File: config.mk
export PLATFORM = sky130hd
export DESIGN_NAME = irq_priority_and_status
export DESIGN_NICKNAME = d
export VERILOG_FILES = /design/src/common/irq_pkg.sv /design/src/rtl/irq_arbiter.sv /design/src/rtl/status_word_reg.sv /design/src/rtl/irq_priority_and_status.sv
export SDC_FILE = /design/constraint.sdc
export NUM_CORES = 1
export LEC_CHECK = 0
export BUFFER_PORTS_ARGS = -buffer_cell sky130_fd_sc_hd__buf_4
export CORE_MARGIN = 10
export CORE_UTILIZATION = 60
export CTS_CLUSTER_SIZE = 14
export DETAILED_ROUTE_END_ITERATION = 6
export HOLD_SLACK_MARGIN = 0.15
export PLACE_DENSITY = 0.83
export REMOVE_ABC_BUFFERS = 1
export SYNTH_ARGS = -nofsm -noshare
export SYNTH_HDL_FRONTEND = slang
export SYNTH_SLANG_ARGS = --single-unit
File: constraint.sdc
create_clock -name core_clk -period 57.4 [get_ports core_clk]
set_input_delay 11.48 -clock core_clk [delete_from_list [all_inputs] [get_ports core_clk]]
set_output_delay 11.48 -clock core_clk [all_outputs]
set_load 0.1 [all_outputs]
File: src/common/irq_pkg.sv
// Shared constants and types of the interrupt controller and status word
package irq_pkg;
	// Bus
	localparam int         AXI_ADDR_W  = 8;
	localparam logic [1:0] RESP_OKAY   = 2'h0;
	localparam logic [1:0] RESP_SLVERR = 2'h2;
	// Register byte offsets
	localparam logic [7:0] OFS_STATUS    = 8'h00;
	localparam logic [7:0] OFS_CONTROL   = 8'h04;
	localparam logic [7:0] OFS_ENABLE    = 8'h08;
	localparam logic [7:0] OFS_PENDING   = 8'h0C;
	localparam logic [7:0] OFS_ACTIVE    = 8'h10;
	localparam logic [7:0] OFS_PRIO_BASE = 8'h20;
	// Field positions
	localparam int CTRL_IPL3_BIT  = 3;
	localparam int CTRL_NEST_BIT  = 15;
	localparam int PEND_TRAP_LSB  = 24;
	localparam int ACT_VEC_LSB    = 0;
	localparam int ACT_LEVEL_LSB  = 8;
	localparam int ACT_BUSY_BIT   = 12;
	localparam int PRIO_FIELD_W   = 4;
	localparam int PRIO_PER_WORD  = 8;
	// Reset values
	localparam logic [15:0] STATUS_RESET  = 16'h0000;
	localparam logic [31:0] CONTROL_RESET = 32'h0000_0000;
	localparam logic [31:0] ENABLE_RESET  = 32'h0000_0000;
	localparam logic [31:0] PRIO_RESET    = 32'h0000_0000;
	// Vector table and priority
	localparam logic [23:0] VT_BASE          = 24'h000004;
	localparam logic [23:0] VT_STRIDE        = 24'h000002;
	localparam int          NUM_TRAP_DEF     = 7;
	localparam int          NUM_SRC_DEF      = 16;
	localparam int          FIRST_IRQ_VECTOR = 8;
	localparam logic [3:0]  TRAP_LEVEL       = 4'hF;
	localparam logic [2:0]  IPL_NEST_BLOCK   = 3'h7;
	// Fixed latencies in core clock cycles, and depth of the nesting stack
	localparam int ENTRY_CYCLES_DEF  = 10;
	localparam int RETURN_CYCLES_DEF = 10;
	localparam int STACK_DEPTH_DEF   = 8;

	typedef enum logic [5:0] {
		ST_IDLE   = 6'h01,
		ST_FETCH  = 6'h02,
		ST_LOAD   = 6'h04,
		ST_OFFER  = 6'h08,
		ST_ENTRY  = 6'h10,
		ST_RETURN = 6'h20
	} ctrl_state_e;

	typedef struct packed {
		logic       acc_a_overflow_flag;
		logic       acc_b_overflow_flag;
		logic       acc_a_saturation_sticky;
		logic       acc_b_saturation_sticky;
		logic       combined_overflow_flag;
		logic       combined_saturation_sticky;
		logic       loop_active;
		logic       half_carry;
		logic [2:0] cpu_priority_level;
		logic       repeat_active;
		logic       negative;
		logic       overflow;
		logic       zero;
		logic       carry;
	} status_word_s;

	typedef struct packed {
		logic [7:0]  vector;
		logic [23:0] handler;
	} cpu_request_s;
endpackage : irq_pkg

File: src/rtl/irq_arbiter.sv
// Combinational selection of the winning trap or interrupt source
`timescale 1ns/10ps
`default_nettype none
module irq_arbiter #(
	parameter int NUM_SRC  = irq_pkg::NUM_SRC_DEF,
	parameter int NUM_TRAP = irq_pkg::NUM_TRAP_DEF
) (
	input  wire logic [NUM_SRC-1:0]        pending,
	input  wire logic [NUM_SRC-1:0]        enable,
	input  wire logic [NUM_SRC-1:0][2:0]   prio,
	input  wire logic [NUM_TRAP-1:0]       trap,
	input  wire logic [3:0]                cpu_level,
	output logic                           found,
	output logic                           is_trap,
	output logic [7:0]                     vector,
	output logic [3:0]                     level
);
	logic [2:0] best;

	always_comb begin
		found = 1'b0;
		is_trap = 1'b0;
		vector = 8'h00;
		level = 4'h0;
		best = 3'h0;
		// Downward scan so the lower vector wins a tie
		for (int i = NUM_SRC - 1; i >= 0; i--) begin
			if (pending[i] && enable[i] && !cpu_level[3]
				&& prio[i] > cpu_level[2:0]
				&& prio[i] >= best) begin
				found = 1'b1;
				best = prio[i];
				vector = 8'(irq_pkg::FIRST_IRQ_VECTOR + i);
				level = {1'b0, prio[i]};
			end
		end
		// Traps are not masked and outrank every interrupt
		for (int t = NUM_TRAP - 1; t >= 0; t--) begin
			if (trap[t]) begin
				found = 1'b1;
				is_trap = 1'b1;
				vector = 8'(t);
				level = irq_pkg::TRAP_LEVEL;
			end
		end
	end
endmodule : irq_arbiter
`default_nettype wire

File: src/rtl/status_word_reg.sv
// CPU status word with priority level and accumulator flags
`timescale 1ns/10ps
`default_nettype none
module status_word_reg (
	input  wire logic          core_clk,
	input  wire logic          rst_n,
	input  wire logic          wr_en,
	input  wire logic [15:0]   wr_data,
	input  wire logic [1:0]    wr_strb,
	input  wire logic          nesting_disable,
	input  wire logic          hw_load,
	input  wire logic [2:0]    hw_level,
	input  wire logic          acc_a_overflow,
	input  wire logic          acc_b_overflow,
	input  wire logic          acc_a_saturate,
	input  wire logic          acc_b_saturate,
	output irq_pkg::status_word_s status_word
);
	irq_pkg::status_word_s s;
	irq_pkg::status_word_s n;
	irq_pkg::status_word_s w;

	always_comb begin
		w = irq_pkg::status_word_s'(wr_data);
		n = s;
		n.acc_a_overflow_flag = acc_a_overflow;
		n.acc_b_overflow_flag = acc_b_overflow;
		// Written flag survives only if the combined flag is written as one
		if (wr_en && wr_strb[1]) begin
			n.acc_a_saturation_sticky = w.acc_a_saturation_sticky
				& w.combined_saturation_sticky;
			n.acc_b_saturation_sticky = w.acc_b_saturation_sticky
				& w.combined_saturation_sticky;
			n.half_carry = w.half_carry;
		end
		// A saturation event wins over a clearing write
		if (acc_a_saturate)
			n.acc_a_saturation_sticky = 1'b1;
		if (acc_b_saturate)
			n.acc_b_saturation_sticky = 1'b1;
		if (wr_en && wr_strb[0]) begin
			if (!nesting_disable)
				n.cpu_priority_level = w.cpu_priority_level;
			n.negative = w.negative;
			n.overflow = w.overflow;
			n.zero = w.zero;
			n.carry = w.carry;
		end
		if (hw_load)
			n.cpu_priority_level = hw_level;
		n.combined_overflow_flag = 1'b0;
		n.combined_saturation_sticky = 1'b0;
		n.loop_active = 1'b0;
		n.repeat_active = 1'b0;
	end

	always_ff @(posedge core_clk) begin
		if (!rst_n)
			s <= irq_pkg::status_word_s'(irq_pkg::STATUS_RESET);
		else
			s <= n;
	end

	always_comb begin
		status_word = s;
		status_word.combined_overflow_flag = s.acc_a_overflow_flag
			| s.acc_b_overflow_flag;
		status_word.combined_saturation_sticky = s.acc_a_saturation_sticky
			| s.acc_b_saturation_sticky;
	end
endmodule : status_word_reg
`default_nettype wire

File: src/rtl/irq_priority_and_status.sv
// Interrupt controller front end with status word and AXI4-Lite registers
//
// Our own choices: the AXI4-Lite interface to the registers and the placing of the registers.
`timescale 1ns/10ps
`default_nettype none
module irq_priority_and_status #(
	parameter int NUM_SRC       = irq_pkg::NUM_SRC_DEF,
	parameter int NUM_TRAP      = irq_pkg::NUM_TRAP_DEF,
	parameter int ENTRY_CYCLES  = irq_pkg::ENTRY_CYCLES_DEF,
	parameter int RETURN_CYCLES = irq_pkg::RETURN_CYCLES_DEF,
	parameter int STACK_DEPTH   = irq_pkg::STACK_DEPTH_DEF,
	parameter int ADDR_W        = irq_pkg::AXI_ADDR_W
) (
	input  wire logic                  core_clk,
	input  wire logic                  rst_n,
	input  wire logic [ADDR_W-1:0]     s_axi_awaddr,
	input  wire logic                  s_axi_awvalid,
	output logic                       s_axi_awready,
	input  wire logic [31:0]           s_axi_wdata,
	input  wire logic [3:0]            s_axi_wstrb,
	input  wire logic                  s_axi_wvalid,
	output logic                       s_axi_wready,
	output logic [1:0]                 s_axi_bresp,
	output logic                       s_axi_bvalid,
	input  wire logic                  s_axi_bready,
	input  wire logic [ADDR_W-1:0]     s_axi_araddr,
	input  wire logic                  s_axi_arvalid,
	output logic                       s_axi_arready,
	output logic [31:0]                s_axi_rdata,
	output logic [1:0]                 s_axi_rresp,
	output logic                       s_axi_rvalid,
	input  wire logic                  s_axi_rready,
	input  wire logic [NUM_SRC-1:0]    irq_lines,
	input  wire logic [NUM_TRAP-1:0]   trap_req,
	input  wire logic                  acc_a_overflow,
	input  wire logic                  acc_b_overflow,
	input  wire logic                  acc_a_saturate,
	input  wire logic                  acc_b_saturate,
	output logic                       pm_rd_en,
	output logic [23:0]                pm_rd_addr,
	input  wire logic [23:0]           pm_rd_data,
	output logic                       cpu_irq_req,
	output irq_pkg::cpu_request_s      cpu_request,
	input  wire logic                  cpu_irq_ack,
	input  wire logic                  cpu_return_req,
	output logic                       cpu_entry_done,
	output logic                       cpu_return_done,
	output logic [3:0]                 cpu_level,
	output irq_pkg::status_word_s      cpu_status_word
);
	localparam int PRIO_WORDS = (NUM_SRC + irq_pkg::PRIO_PER_WORD - 1)
		/ irq_pkg::PRIO_PER_WORD;
	localparam int SP_W = $clog2(STACK_DEPTH);

	typedef struct packed {
		irq_pkg::ctrl_state_e          st;
		logic [7:0]                    cnt;
		logic                          aw_held;
		logic [ADDR_W-1:0]             aw_addr;
		logic                          w_held;
		logic [31:0]                   w_data;
		logic [3:0]                    w_strb;
		logic                          bvalid;
		logic [1:0]                    bresp;
		logic                          rvalid;
		logic [31:0]                   rdata;
		logic [1:0]                    rresp;
		logic                          ipl3;
		logic                          nest_dis;
		logic [31:0]                   enable;
		logic [PRIO_WORDS-1:0][31:0]   prio;
		logic [7:0]                    vec;
		logic [23:0]                   handler;
		logic                          is_trap;
		logic [3:0]                    new_level;
		logic [STACK_DEPTH-1:0][3:0]   stack;
		logic [SP_W:0]                 sp;
		logic                          entry_done;
		logic                          return_done;
		logic                          pm_rd_en;
		logic [23:0]                   pm_addr;
	} state_s;

	state_s                       s;
	state_s                       n;
	logic [NUM_SRC-1:0][2:0]      src_prio;
	logic                         win_found;
	logic                         win_trap;
	logic [7:0]                   win_vector;
	logic [3:0]                   win_level;
	logic                         sw_wr;
	logic                         ipl_load;
	logic [2:0]                   ipl_val;
	logic                         wr_go;
	irq_pkg::status_word_s        sw;

	// Merge byte lanes of a write into the old register value
	function automatic logic [31:0] apply_strb(
		input logic [31:0] old_val,
		input logic [31:0] new_val,
		input logic [3:0]  strb
	);
		logic [31:0] r;
		r = old_val;
		for (int b = 0; b < 4; b++) begin
			if (strb[b])
				r[b*8 +: 8] = new_val[b*8 +: 8];
		end
		return r;
	endfunction : apply_strb

	// Byte address of one priority word
	function automatic logic [ADDR_W-1:0] prio_addr(input int k);
		return ADDR_W'(irq_pkg::OFS_PRIO_BASE + 4 * k);
	endfunction : prio_addr

	// Whether an address hits a mapped register
	function automatic logic is_mapped(input logic [ADDR_W-1:0] a);
		logic hit;
		hit = (a == ADDR_W'(irq_pkg::OFS_STATUS))
			|| (a == ADDR_W'(irq_pkg::OFS_CONTROL))
			|| (a == ADDR_W'(irq_pkg::OFS_ENABLE))
			|| (a == ADDR_W'(irq_pkg::OFS_PENDING))
			|| (a == ADDR_W'(irq_pkg::OFS_ACTIVE));
		for (int k = 0; k < PRIO_WORDS; k++) begin
			if (a == prio_addr(k))
				hit = 1'b1;
		end
		return hit;
	endfunction : is_mapped

	genvar g;
	generate
		for (g = 0; g < NUM_SRC; g++) begin : gen_prio
			assign src_prio[g] = s.prio[g / irq_pkg::PRIO_PER_WORD]
				[(g % irq_pkg::PRIO_PER_WORD) * irq_pkg::PRIO_FIELD_W +: 3];
		end
	endgenerate

	irq_arbiter #(
		.NUM_SRC   (NUM_SRC),
		.NUM_TRAP  (NUM_TRAP)
	) u_arbiter (
		.pending   (irq_lines),
		.enable    (s.enable[NUM_SRC-1:0]),
		.prio      (src_prio),
		.trap      (trap_req),
		.cpu_level (cpu_level),
		.found     (win_found),
		.is_trap   (win_trap),
		.vector    (win_vector),
		.level     (win_level)
	);

	status_word_reg u_status (
		.core_clk        (core_clk),
		.rst_n           (rst_n),
		.wr_en           (sw_wr),
		.wr_data         (s.w_data[15:0]),
		.wr_strb         (s.w_strb[1:0]),
		.nesting_disable (s.nest_dis),
		.hw_load         (ipl_load),
		.hw_level        (ipl_val),
		.acc_a_overflow  (acc_a_overflow),
		.acc_b_overflow  (acc_b_overflow),
		.acc_a_saturate  (acc_a_saturate),
		.acc_b_saturate  (acc_b_saturate),
		.status_word     (sw)
	);

	assign wr_go = s.aw_held && s.w_held;
	assign sw_wr = wr_go && (s.aw_addr == ADDR_W'(irq_pkg::OFS_STATUS));

	always_comb begin
		logic [31:0]   rd;
		logic [31:0]   tmp;
		logic [SP_W:0] top;
		rd = 32'h0000_0000;
		tmp = 32'h0000_0000;
		top = s.sp - 1'b1;
		n = s;
		n.entry_done = 1'b0;
		n.return_done = 1'b0;
		n.pm_rd_en = 1'b0;
		ipl_load = 1'b0;
		ipl_val = sw.cpu_priority_level;
		// Write channels taken in either order
		if (s_axi_awvalid && s_axi_awready) begin
			n.aw_held = 1'b1;
			n.aw_addr = s_axi_awaddr;
		end
		if (s_axi_wvalid && s_axi_wready) begin
			n.w_held = 1'b1;
			n.w_data = s_axi_wdata;
			n.w_strb = s_axi_wstrb;
		end
		if (wr_go) begin
			n.aw_held = 1'b0;
			n.w_held = 1'b0;
			n.bvalid = 1'b1;
			n.bresp = is_mapped(s.aw_addr) ? irq_pkg::RESP_OKAY
				: irq_pkg::RESP_SLVERR;
			if (s.aw_addr == ADDR_W'(irq_pkg::OFS_CONTROL)) begin
				tmp = 32'h0000_0000;
				tmp[irq_pkg::CTRL_IPL3_BIT] = s.ipl3;
				tmp[irq_pkg::CTRL_NEST_BIT] = s.nest_dis;
				tmp = apply_strb(tmp, s.w_data, s.w_strb);
				n.ipl3 = tmp[irq_pkg::CTRL_IPL3_BIT];
				n.nest_dis = tmp[irq_pkg::CTRL_NEST_BIT];
			end
			if (s.aw_addr == ADDR_W'(irq_pkg::OFS_ENABLE))
				n.enable = apply_strb(s.enable, s.w_data, s.w_strb);
			for (int k = 0; k < PRIO_WORDS; k++) begin
				if (s.aw_addr == prio_addr(k))
					n.prio[k] = apply_strb(s.prio[k], s.w_data,
						s.w_strb);
			end
		end
		if (s.bvalid && s_axi_bready)
			n.bvalid = 1'b0;
		// Read channel
		if (s_axi_arvalid && s_axi_arready) begin
			if (s_axi_araddr == ADDR_W'(irq_pkg::OFS_STATUS))
				rd[15:0] = sw;
			if (s_axi_araddr == ADDR_W'(irq_pkg::OFS_CONTROL)) begin
				rd[irq_pkg::CTRL_IPL3_BIT] = s.ipl3;
				rd[irq_pkg::CTRL_NEST_BIT] = s.nest_dis;
			end
			if (s_axi_araddr == ADDR_W'(irq_pkg::OFS_ENABLE))
				rd = s.enable;
			if (s_axi_araddr == ADDR_W'(irq_pkg::OFS_PENDING)) begin
				rd[NUM_SRC-1:0] = irq_lines;
				rd[irq_pkg::PEND_TRAP_LSB +: NUM_TRAP] = trap_req;
			end
			if (s_axi_araddr == ADDR_W'(irq_pkg::OFS_ACTIVE)) begin
				rd[irq_pkg::ACT_VEC_LSB +: 8] = s.vec;
				rd[irq_pkg::ACT_LEVEL_LSB +: 4] = cpu_level;
				rd[irq_pkg::ACT_BUSY_BIT] = (s.st != irq_pkg::ST_IDLE);
			end
			for (int k = 0; k < PRIO_WORDS; k++) begin
				if (s_axi_araddr == prio_addr(k))
					rd = s.prio[k];
			end
			n.rvalid = 1'b1;
			n.rdata = rd;
			n.rresp = is_mapped(s_axi_araddr) ? irq_pkg::RESP_OKAY
				: irq_pkg::RESP_SLVERR;
		end
		if (s.rvalid && s_axi_rready)
			n.rvalid = 1'b0;
		// Service sequence
		case (s.st)
			irq_pkg::ST_IDLE: begin
				if (cpu_return_req) begin
					n.st = irq_pkg::ST_RETURN;
					n.cnt = 8'(RETURN_CYCLES - 1);
				end else if (win_found) begin
					n.vec = win_vector;
					n.is_trap = win_trap;
					n.new_level = win_level;
					n.pm_addr = 24'(irq_pkg::VT_BASE
						+ win_vector * irq_pkg::VT_STRIDE);
					n.pm_rd_en = 1'b1;
					n.st = irq_pkg::ST_FETCH;
				end
			end
			irq_pkg::ST_FETCH: begin
				n.st = irq_pkg::ST_LOAD;
			end
			irq_pkg::ST_LOAD: begin
				n.handler = pm_rd_data;
				n.st = irq_pkg::ST_OFFER;
			end
			irq_pkg::ST_OFFER: begin
				if (!win_found) begin
					n.st = irq_pkg::ST_IDLE;
				end else if (cpu_irq_ack) begin
					if (s.sp != (SP_W + 1)'(STACK_DEPTH)) begin
						n.stack[s.sp[SP_W-1:0]] = {s.ipl3,
							sw.cpu_priority_level};
						n.sp = s.sp + 1'b1;
					end
					if (s.is_trap) begin
						n.ipl3 = 1'b1;
					end else begin
						ipl_load = 1'b1;
						ipl_val = s.nest_dis ? irq_pkg::IPL_NEST_BLOCK
							: s.new_level[2:0];
					end
					n.st = irq_pkg::ST_ENTRY;
					n.cnt = 8'(ENTRY_CYCLES - 1);
				end
			end
			irq_pkg::ST_ENTRY: begin
				if (s.cnt == 8'h00) begin
					n.entry_done = 1'b1;
					n.st = irq_pkg::ST_IDLE;
				end else begin
					n.cnt = s.cnt - 8'h01;
				end
			end
			irq_pkg::ST_RETURN: begin
				if (s.cnt == 8'h00) begin
					if (s.sp != '0) begin
						n.ipl3 = s.stack[top[SP_W-1:0]][3];
						ipl_load = 1'b1;
						ipl_val = s.stack[top[SP_W-1:0]][2:0];
						n.sp = top;
					end
					n.return_done = 1'b1;
					n.st = irq_pkg::ST_IDLE;
				end else begin
					n.cnt = s.cnt - 8'h01;
				end
			end
			default: begin
				n.st = irq_pkg::ST_IDLE;
			end
		endcase
	end

	always_ff @(posedge core_clk) begin
		if (!rst_n) begin
			s <= '0;
			s.st <= irq_pkg::ST_IDLE;
			s.ipl3 <= irq_pkg::CONTROL_RESET[irq_pkg::CTRL_IPL3_BIT];
			s.nest_dis <= irq_pkg::CONTROL_RESET[irq_pkg::CTRL_NEST_BIT];
			s.enable <= irq_pkg::ENABLE_RESET;
			s.prio <= {PRIO_WORDS{irq_pkg::PRIO_RESET}};
		end else begin
			s <= n;
		end
	end

	assign s_axi_awready = !s.aw_held && !s.bvalid;
	assign s_axi_wready = !s.w_held && !s.bvalid;
	assign s_axi_bvalid = s.bvalid;
	assign s_axi_bresp = s.bresp;
	assign s_axi_arready = !s.rvalid;
	assign s_axi_rvalid = s.rvalid;
	assign s_axi_rdata = s.rdata;
	assign s_axi_rresp = s.rresp;
	assign pm_rd_en = s.pm_rd_en;
	assign pm_rd_addr = s.pm_addr;
	assign cpu_irq_req = (s.st == irq_pkg::ST_OFFER);
	assign cpu_request.vector = s.vec;
	assign cpu_request.handler = s.handler;
	assign cpu_entry_done = s.entry_done;
	assign cpu_return_done = s.return_done;
	assign cpu_level = {s.ipl3, sw.cpu_priority_level};
	assign cpu_status_word = sw;
endmodule : irq_priority_and_status
`default_nettype wire

==> impl_metrics.sql <==
INSERT INTO impl_metrics (metric_group, metric, value, unit) VALUES
('layout', 'synthToLayoutAreaGrowth', '12.99', '%'),
('global_routing', 'wire_length_of_the_first_global_routing_pass', '77790', 'µm'),
('outcome', 'outcome', 'complete, no violations', ''),
('sta', 'timing.final.crit_share', '0.6193', ''),
('setup_path', 'cp_slowest_stage_delay', '0.76', 'ns'),
('floorplanning', 'dieArea', '33700', 'µm²'),
('logic_synthesis', 'dominantRegCellSynth', 'sky130_fd_sc_hd__dfxtp_1', ''),
('layout', 'drive_gt1_frac', '0.1657', ''),
('detailed_routing', 'detailed_route_via_count', '14700', ''),
('power_and_ir_drop', 'clkPwrFrac', '0.407', ''),
('detailed_routing', 'drtPass1Iterations', '7', ''),
('cts', 'clkSinkCount', '283', ''),
('cts', 'cts_htree_levels', '1', ''),
('setup_path', 'startpoint_type', 'input pin', ''),
('setup_path', 'critical-path-top-cell-by-count', 'sky130_fd_sc_hd__ha_1', ''),
('floorplanning', 'coreArea', '26210', 'µm²'),
('layout', 'final_common_cell', 'sky130_fd_sc_hd__dfxtp_1', ''),
('setup_path', 'critical-path-slowest-cell', 'sky130_fd_sc_hd__nor3_1', ''),
('cts', 'postCtsResizedCells', '0', ''),
('layout', 'finalNetCount', '2208', ''),
('logic_synthesis', 'post_synth.cell_area_avg', '8.348', 'µm²'),
('global_routing', 'global_route.overflow_total', '0', ''),
('global_routing', 'first_global_vias', '14370', ''),
('logic_synthesis', 'post_synth_instance_area', '16050', 'µm²'),
('power_and_ir_drop', 'leakagePower', '7.565', 'nW'),
('global_routing', 'globalRouteTotalUtil', '0.2824', ''),
('cts', 'cts_bufs_inserted', '29', ''),
('power_and_ir_drop', 'power.share.combinational', '0.147', ''),
('sta', 'finalClockSkew', '0.01214', 'ns'),
('cts', 'clk-insertion-delay-late', '0.57', 'ns'),
('setup_path', 'critical_path.max_fanout', '11', ''),
('floorplanning', 'design.portCount', '233', ''),
('sta', 'slew_violations', '0', ''),
('logic_synthesis', 'seq_area_frac_synth', '0.3529', ''),
('layout', 'final_core_utilization', '0.6921', ''),
('placed_design', 'placement.setup.worst_slack', '21.74', 'ns'),
('power_and_ir_drop', 'internal_power', '331.4', 'µW'),
('setup_path', 'critPathCaptureType', 'flip-flop', ''),
('power_and_ir_drop', 'power_switching_share', '0.2931', ''),
('floorplanning', 'num_rows', '59', ''),
('sta', 'finalSetupViolCount', '0', ''),
('setup_path', 'criticalPathCategory', 'input pin to flip-flop', ''),
('layout', 'most-common-layout-cells', '283 x sky130_fd_sc_hd__dfxtp_1, 279 x sky130_fd_sc_hd__nand2_1, 220 x sky130_fd_sc_hd__buf_4, 209 x sky130_fd_sc_hd__nor2_1, 171 x sky130_fd_sc_hd__a21oi_1', ''),
('logic_synthesis', 'synth_seq_cells', '283', ''),
('cts', 'tritoncts_clock_tree', 'yes', ''),
('detailed_routing', 'post-route-drc-count', '0', ''),
('power_and_ir_drop', 'power.share.sequential', '0.446', ''),
('sta', 'final-hold-violation-count', '0', ''),
('power_and_ir_drop', 'p_per_area', '25.85', 'nW/µm²'),
('setup_path', 'critPathArrivalTime', '36.03', 'ns'),
('layout', 'largest_register_ffs', '197', ''),
('placed_design', 'routabilityCongestion', '0.9414', ''),
('setup_path', 'data_required_critical_path', '57.88', 'ns'),
('sta', 'tightestPinTransition', '1.249', 'ns'),
('detailed_routing', 'wl_per_cell', '20.97', 'µm'),
('sta', 'max_clock_freq', '28.13', 'MHz'),
('sta', 'final_sum_of_negative_setup_slack', '0', 'ns'),
('placed_design', 'count_of_input_and_output_buffers', '207', ''),
('min_path', 'hold_path_class', 'flip-flop to flip-flop', ''),
('sta', 'rsz0062_at_grt', 'no', ''),
('cts', 'path_clk_slew', '0.06', 'ns'),
('cts', 'post_cts_setup_repair_bufs', '0', ''),
('detailed_routing', 'postRouteWirelength', '49690', 'µm'),
('cts', 'max-clock-path-buffers', '3', ''),
('floorplanning', 'die_w', '183.6', 'µm'),
('placed_design', 'hpwl', '35560', 'µm'),
('logic_synthesis', 'synthesis.instances', '1923', ''),
('sta', 'fin_crit', '35.55', 'ns'),
('layout', 'largest_register', 's', ''),
('power_and_ir_drop', 'finalPower', '468.8', 'µW'),
('sta', 'max-slew-margin-rel', '0.1567', '');
## metrics by stage
stage / instances / area, µm² / hold WS [ns]
5_1_grt: 2369 / 18140 / 0.4730
2_1_floorplan: 1762 / 15070 / 0.4315
4_1_cts: 2369 / 18140 / 0.4554
3_5_place_dp: 2317 / 17170 / 0.4466
3_3_place_gp: 2317 / 17170 / 0.4387
6_report: 2369 / 18140 / 0.4545
## synth_stat cells, types with 3 or more instances
cell / count / area [µm²]
sky130_fd_sc_hd__a211o_1: 4 / 35.03
sky130_fd_sc_hd__a211oi_1: 20 / 150.1
sky130_fd_sc_hd__a21o_1: 11 / 82.58
sky130_fd_sc_hd__a21oi_1: 171 / 855.8
sky130_fd_sc_hd__a221oi_1: 16 / 140.1
sky130_fd_sc_hd__a22oi_1: 17 / 127.6
sky130_fd_sc_hd__a311oi_1: 8 / 70.07
sky130_fd_sc_hd__a31o_2: 3 / 26.28
sky130_fd_sc_hd__a31oi_1: 13 / 81.33
sky130_fd_sc_hd__and2_1: 15 / 93.84
sky130_fd_sc_hd__and3_1: 14 / 87.58
sky130_fd_sc_hd__and4_1: 3 / 26.28
sky130_fd_sc_hd__buf_1: 5 / 18.77
sky130_fd_sc_hd__buf_4: 98 / 735.7
sky130_fd_sc_hd__clkbuf_1: 79 / 296.5
sky130_fd_sc_hd__dfxtp_1: 283 / 5665
sky130_fd_sc_hd__ha_1: 83 / 1039
sky130_fd_sc_hd__inv_1: 55 / 206.5
sky130_fd_sc_hd__maj3_1: 4 / 40.04
sky130_fd_sc_hd__mux2_2: 22 / 247.7
sky130_fd_sc_hd__mux2i_1: 150 / 1501
sky130_fd_sc_hd__mux4_2: 8 / 180.2
sky130_fd_sc_hd__nand2_1: 279 / 1047
sky130_fd_sc_hd__nand2b_1: 21 / 131.4
sky130_fd_sc_hd__nand3_1: 31 / 155.2
sky130_fd_sc_hd__nand3b_1: 12 / 90.09
sky130_fd_sc_hd__nand4_1: 3 / 18.77
sky130_fd_sc_hd__nand4b_1: 8 / 70.07
sky130_fd_sc_hd__nor2_1: 209 / 784.5
sky130_fd_sc_hd__nor2b_1: 23 / 143.9
sky130_fd_sc_hd__nor3_1: 24 / 120.1
sky130_fd_sc_hd__nor3_4: 6 / 97.59
sky130_fd_sc_hd__nor3b_1: 5 / 37.54
sky130_fd_sc_hd__nor4_1: 11 / 68.82
sky130_fd_sc_hd__o211ai_1: 17 / 127.6
sky130_fd_sc_hd__o21a_1: 16 / 120.1
sky130_fd_sc_hd__o21ai_0: 83 / 415.4
sky130_fd_sc_hd__o21ai_1: 3 / 15.01
sky130_fd_sc_hd__o221ai_1: 3 / 26.28
sky130_fd_sc_hd__o22ai_1: 4 / 25.02
sky130_fd_sc_hd__o31ai_1: 5 / 37.54
sky130_fd_sc_hd__or2_2: 5 / 31.28
sky130_fd_sc_hd__or3_1: 9 / 56.30
sky130_fd_sc_hd__xnor2_1: 3 / 26.28
## path summary, 6_finish.rpt
check / start / endpoint / slack (ns) / cells after the start
worst max-delay path: irq_lines[15] / s[49]$_SDFFE_PN0P_ / 21.85 / 104
worst min-delay path: cpu_request[16]$_SDFFE_PN0P_ / cpu_request[16]$_SDFFE_PN0P_ / 0.45 / 2
worst max register to register: u_status.status_word[7]$_SDFFE_PN0P_ / s[49]$_SDFFE_PN0P_ / 31.65 / 106
worst min register to register: cpu_request[16]$_SDFFE_PN0P_ / cpu_request[16]$_SDFFE_PN0P_ / 0.45 / 2
## power by group through the flow
stage / registers (mW) / clock network [mW] / logic [mW]
6_report: 0.209 / 0.191 / 0.0691
5_1_grt: 0.209 / 0.199 / 0.0730
4_1_cts: 0.209 / 0.191 / 0.0685
3_5_place_dp: 0.213 / 0 / 0.0678
3_3_place_gp: 0.213 / 0 / 0.0670
2_1_floorplan: 0.228 / 0 / 0.0300
## layout make-up
type	count	area, µm²
clock buffers	47	903.4
clock inverters	5	67.56
fillers	2030	8069
inverters	56	215.2
multi-input cells	1423	9215
flip-flops and latches	283	5665
well taps	335	419.2
repair buffers	220	1652
## cell families (layout without fill, tap and decap cells)
kind of cell,after synthesis,count (layout),share of synthesized area
AO/OA/AOI/OAI,435,435,0.1763
XOR/XNOR,4,4,0.002183
adder cells (fa/ha/maj),87,87,0.06719
buffers and inverters,241,328,0.07989
flip-flops,283,283,0.3529
multiplexers,180,180,0.1202
other,1,25,0.0002336
AND/OR/NAND/NOR,692,692,0.2011
## routing by layer
metal  up-vias  track usage  share of wire
met3       103      0.06719          0.098
li1       6875            -              -
met4         0      0.09443          0.031
met1      6983       0.3672           0.42
met5         -            0              0
met2       737       0.4511           0.45
## critical path, delay by kind of cell
kind | cells | cell delay [ns]
AOI/OAI and AO/OA | 33 | 7.37
and+or+nand+nor | 40 | 7.93
adders and majority gates | 18 | 5.24
muxes | 10 | 3.60
buffers and inverters | 3 | 0.27
Power figures use the tool's default switching activity.
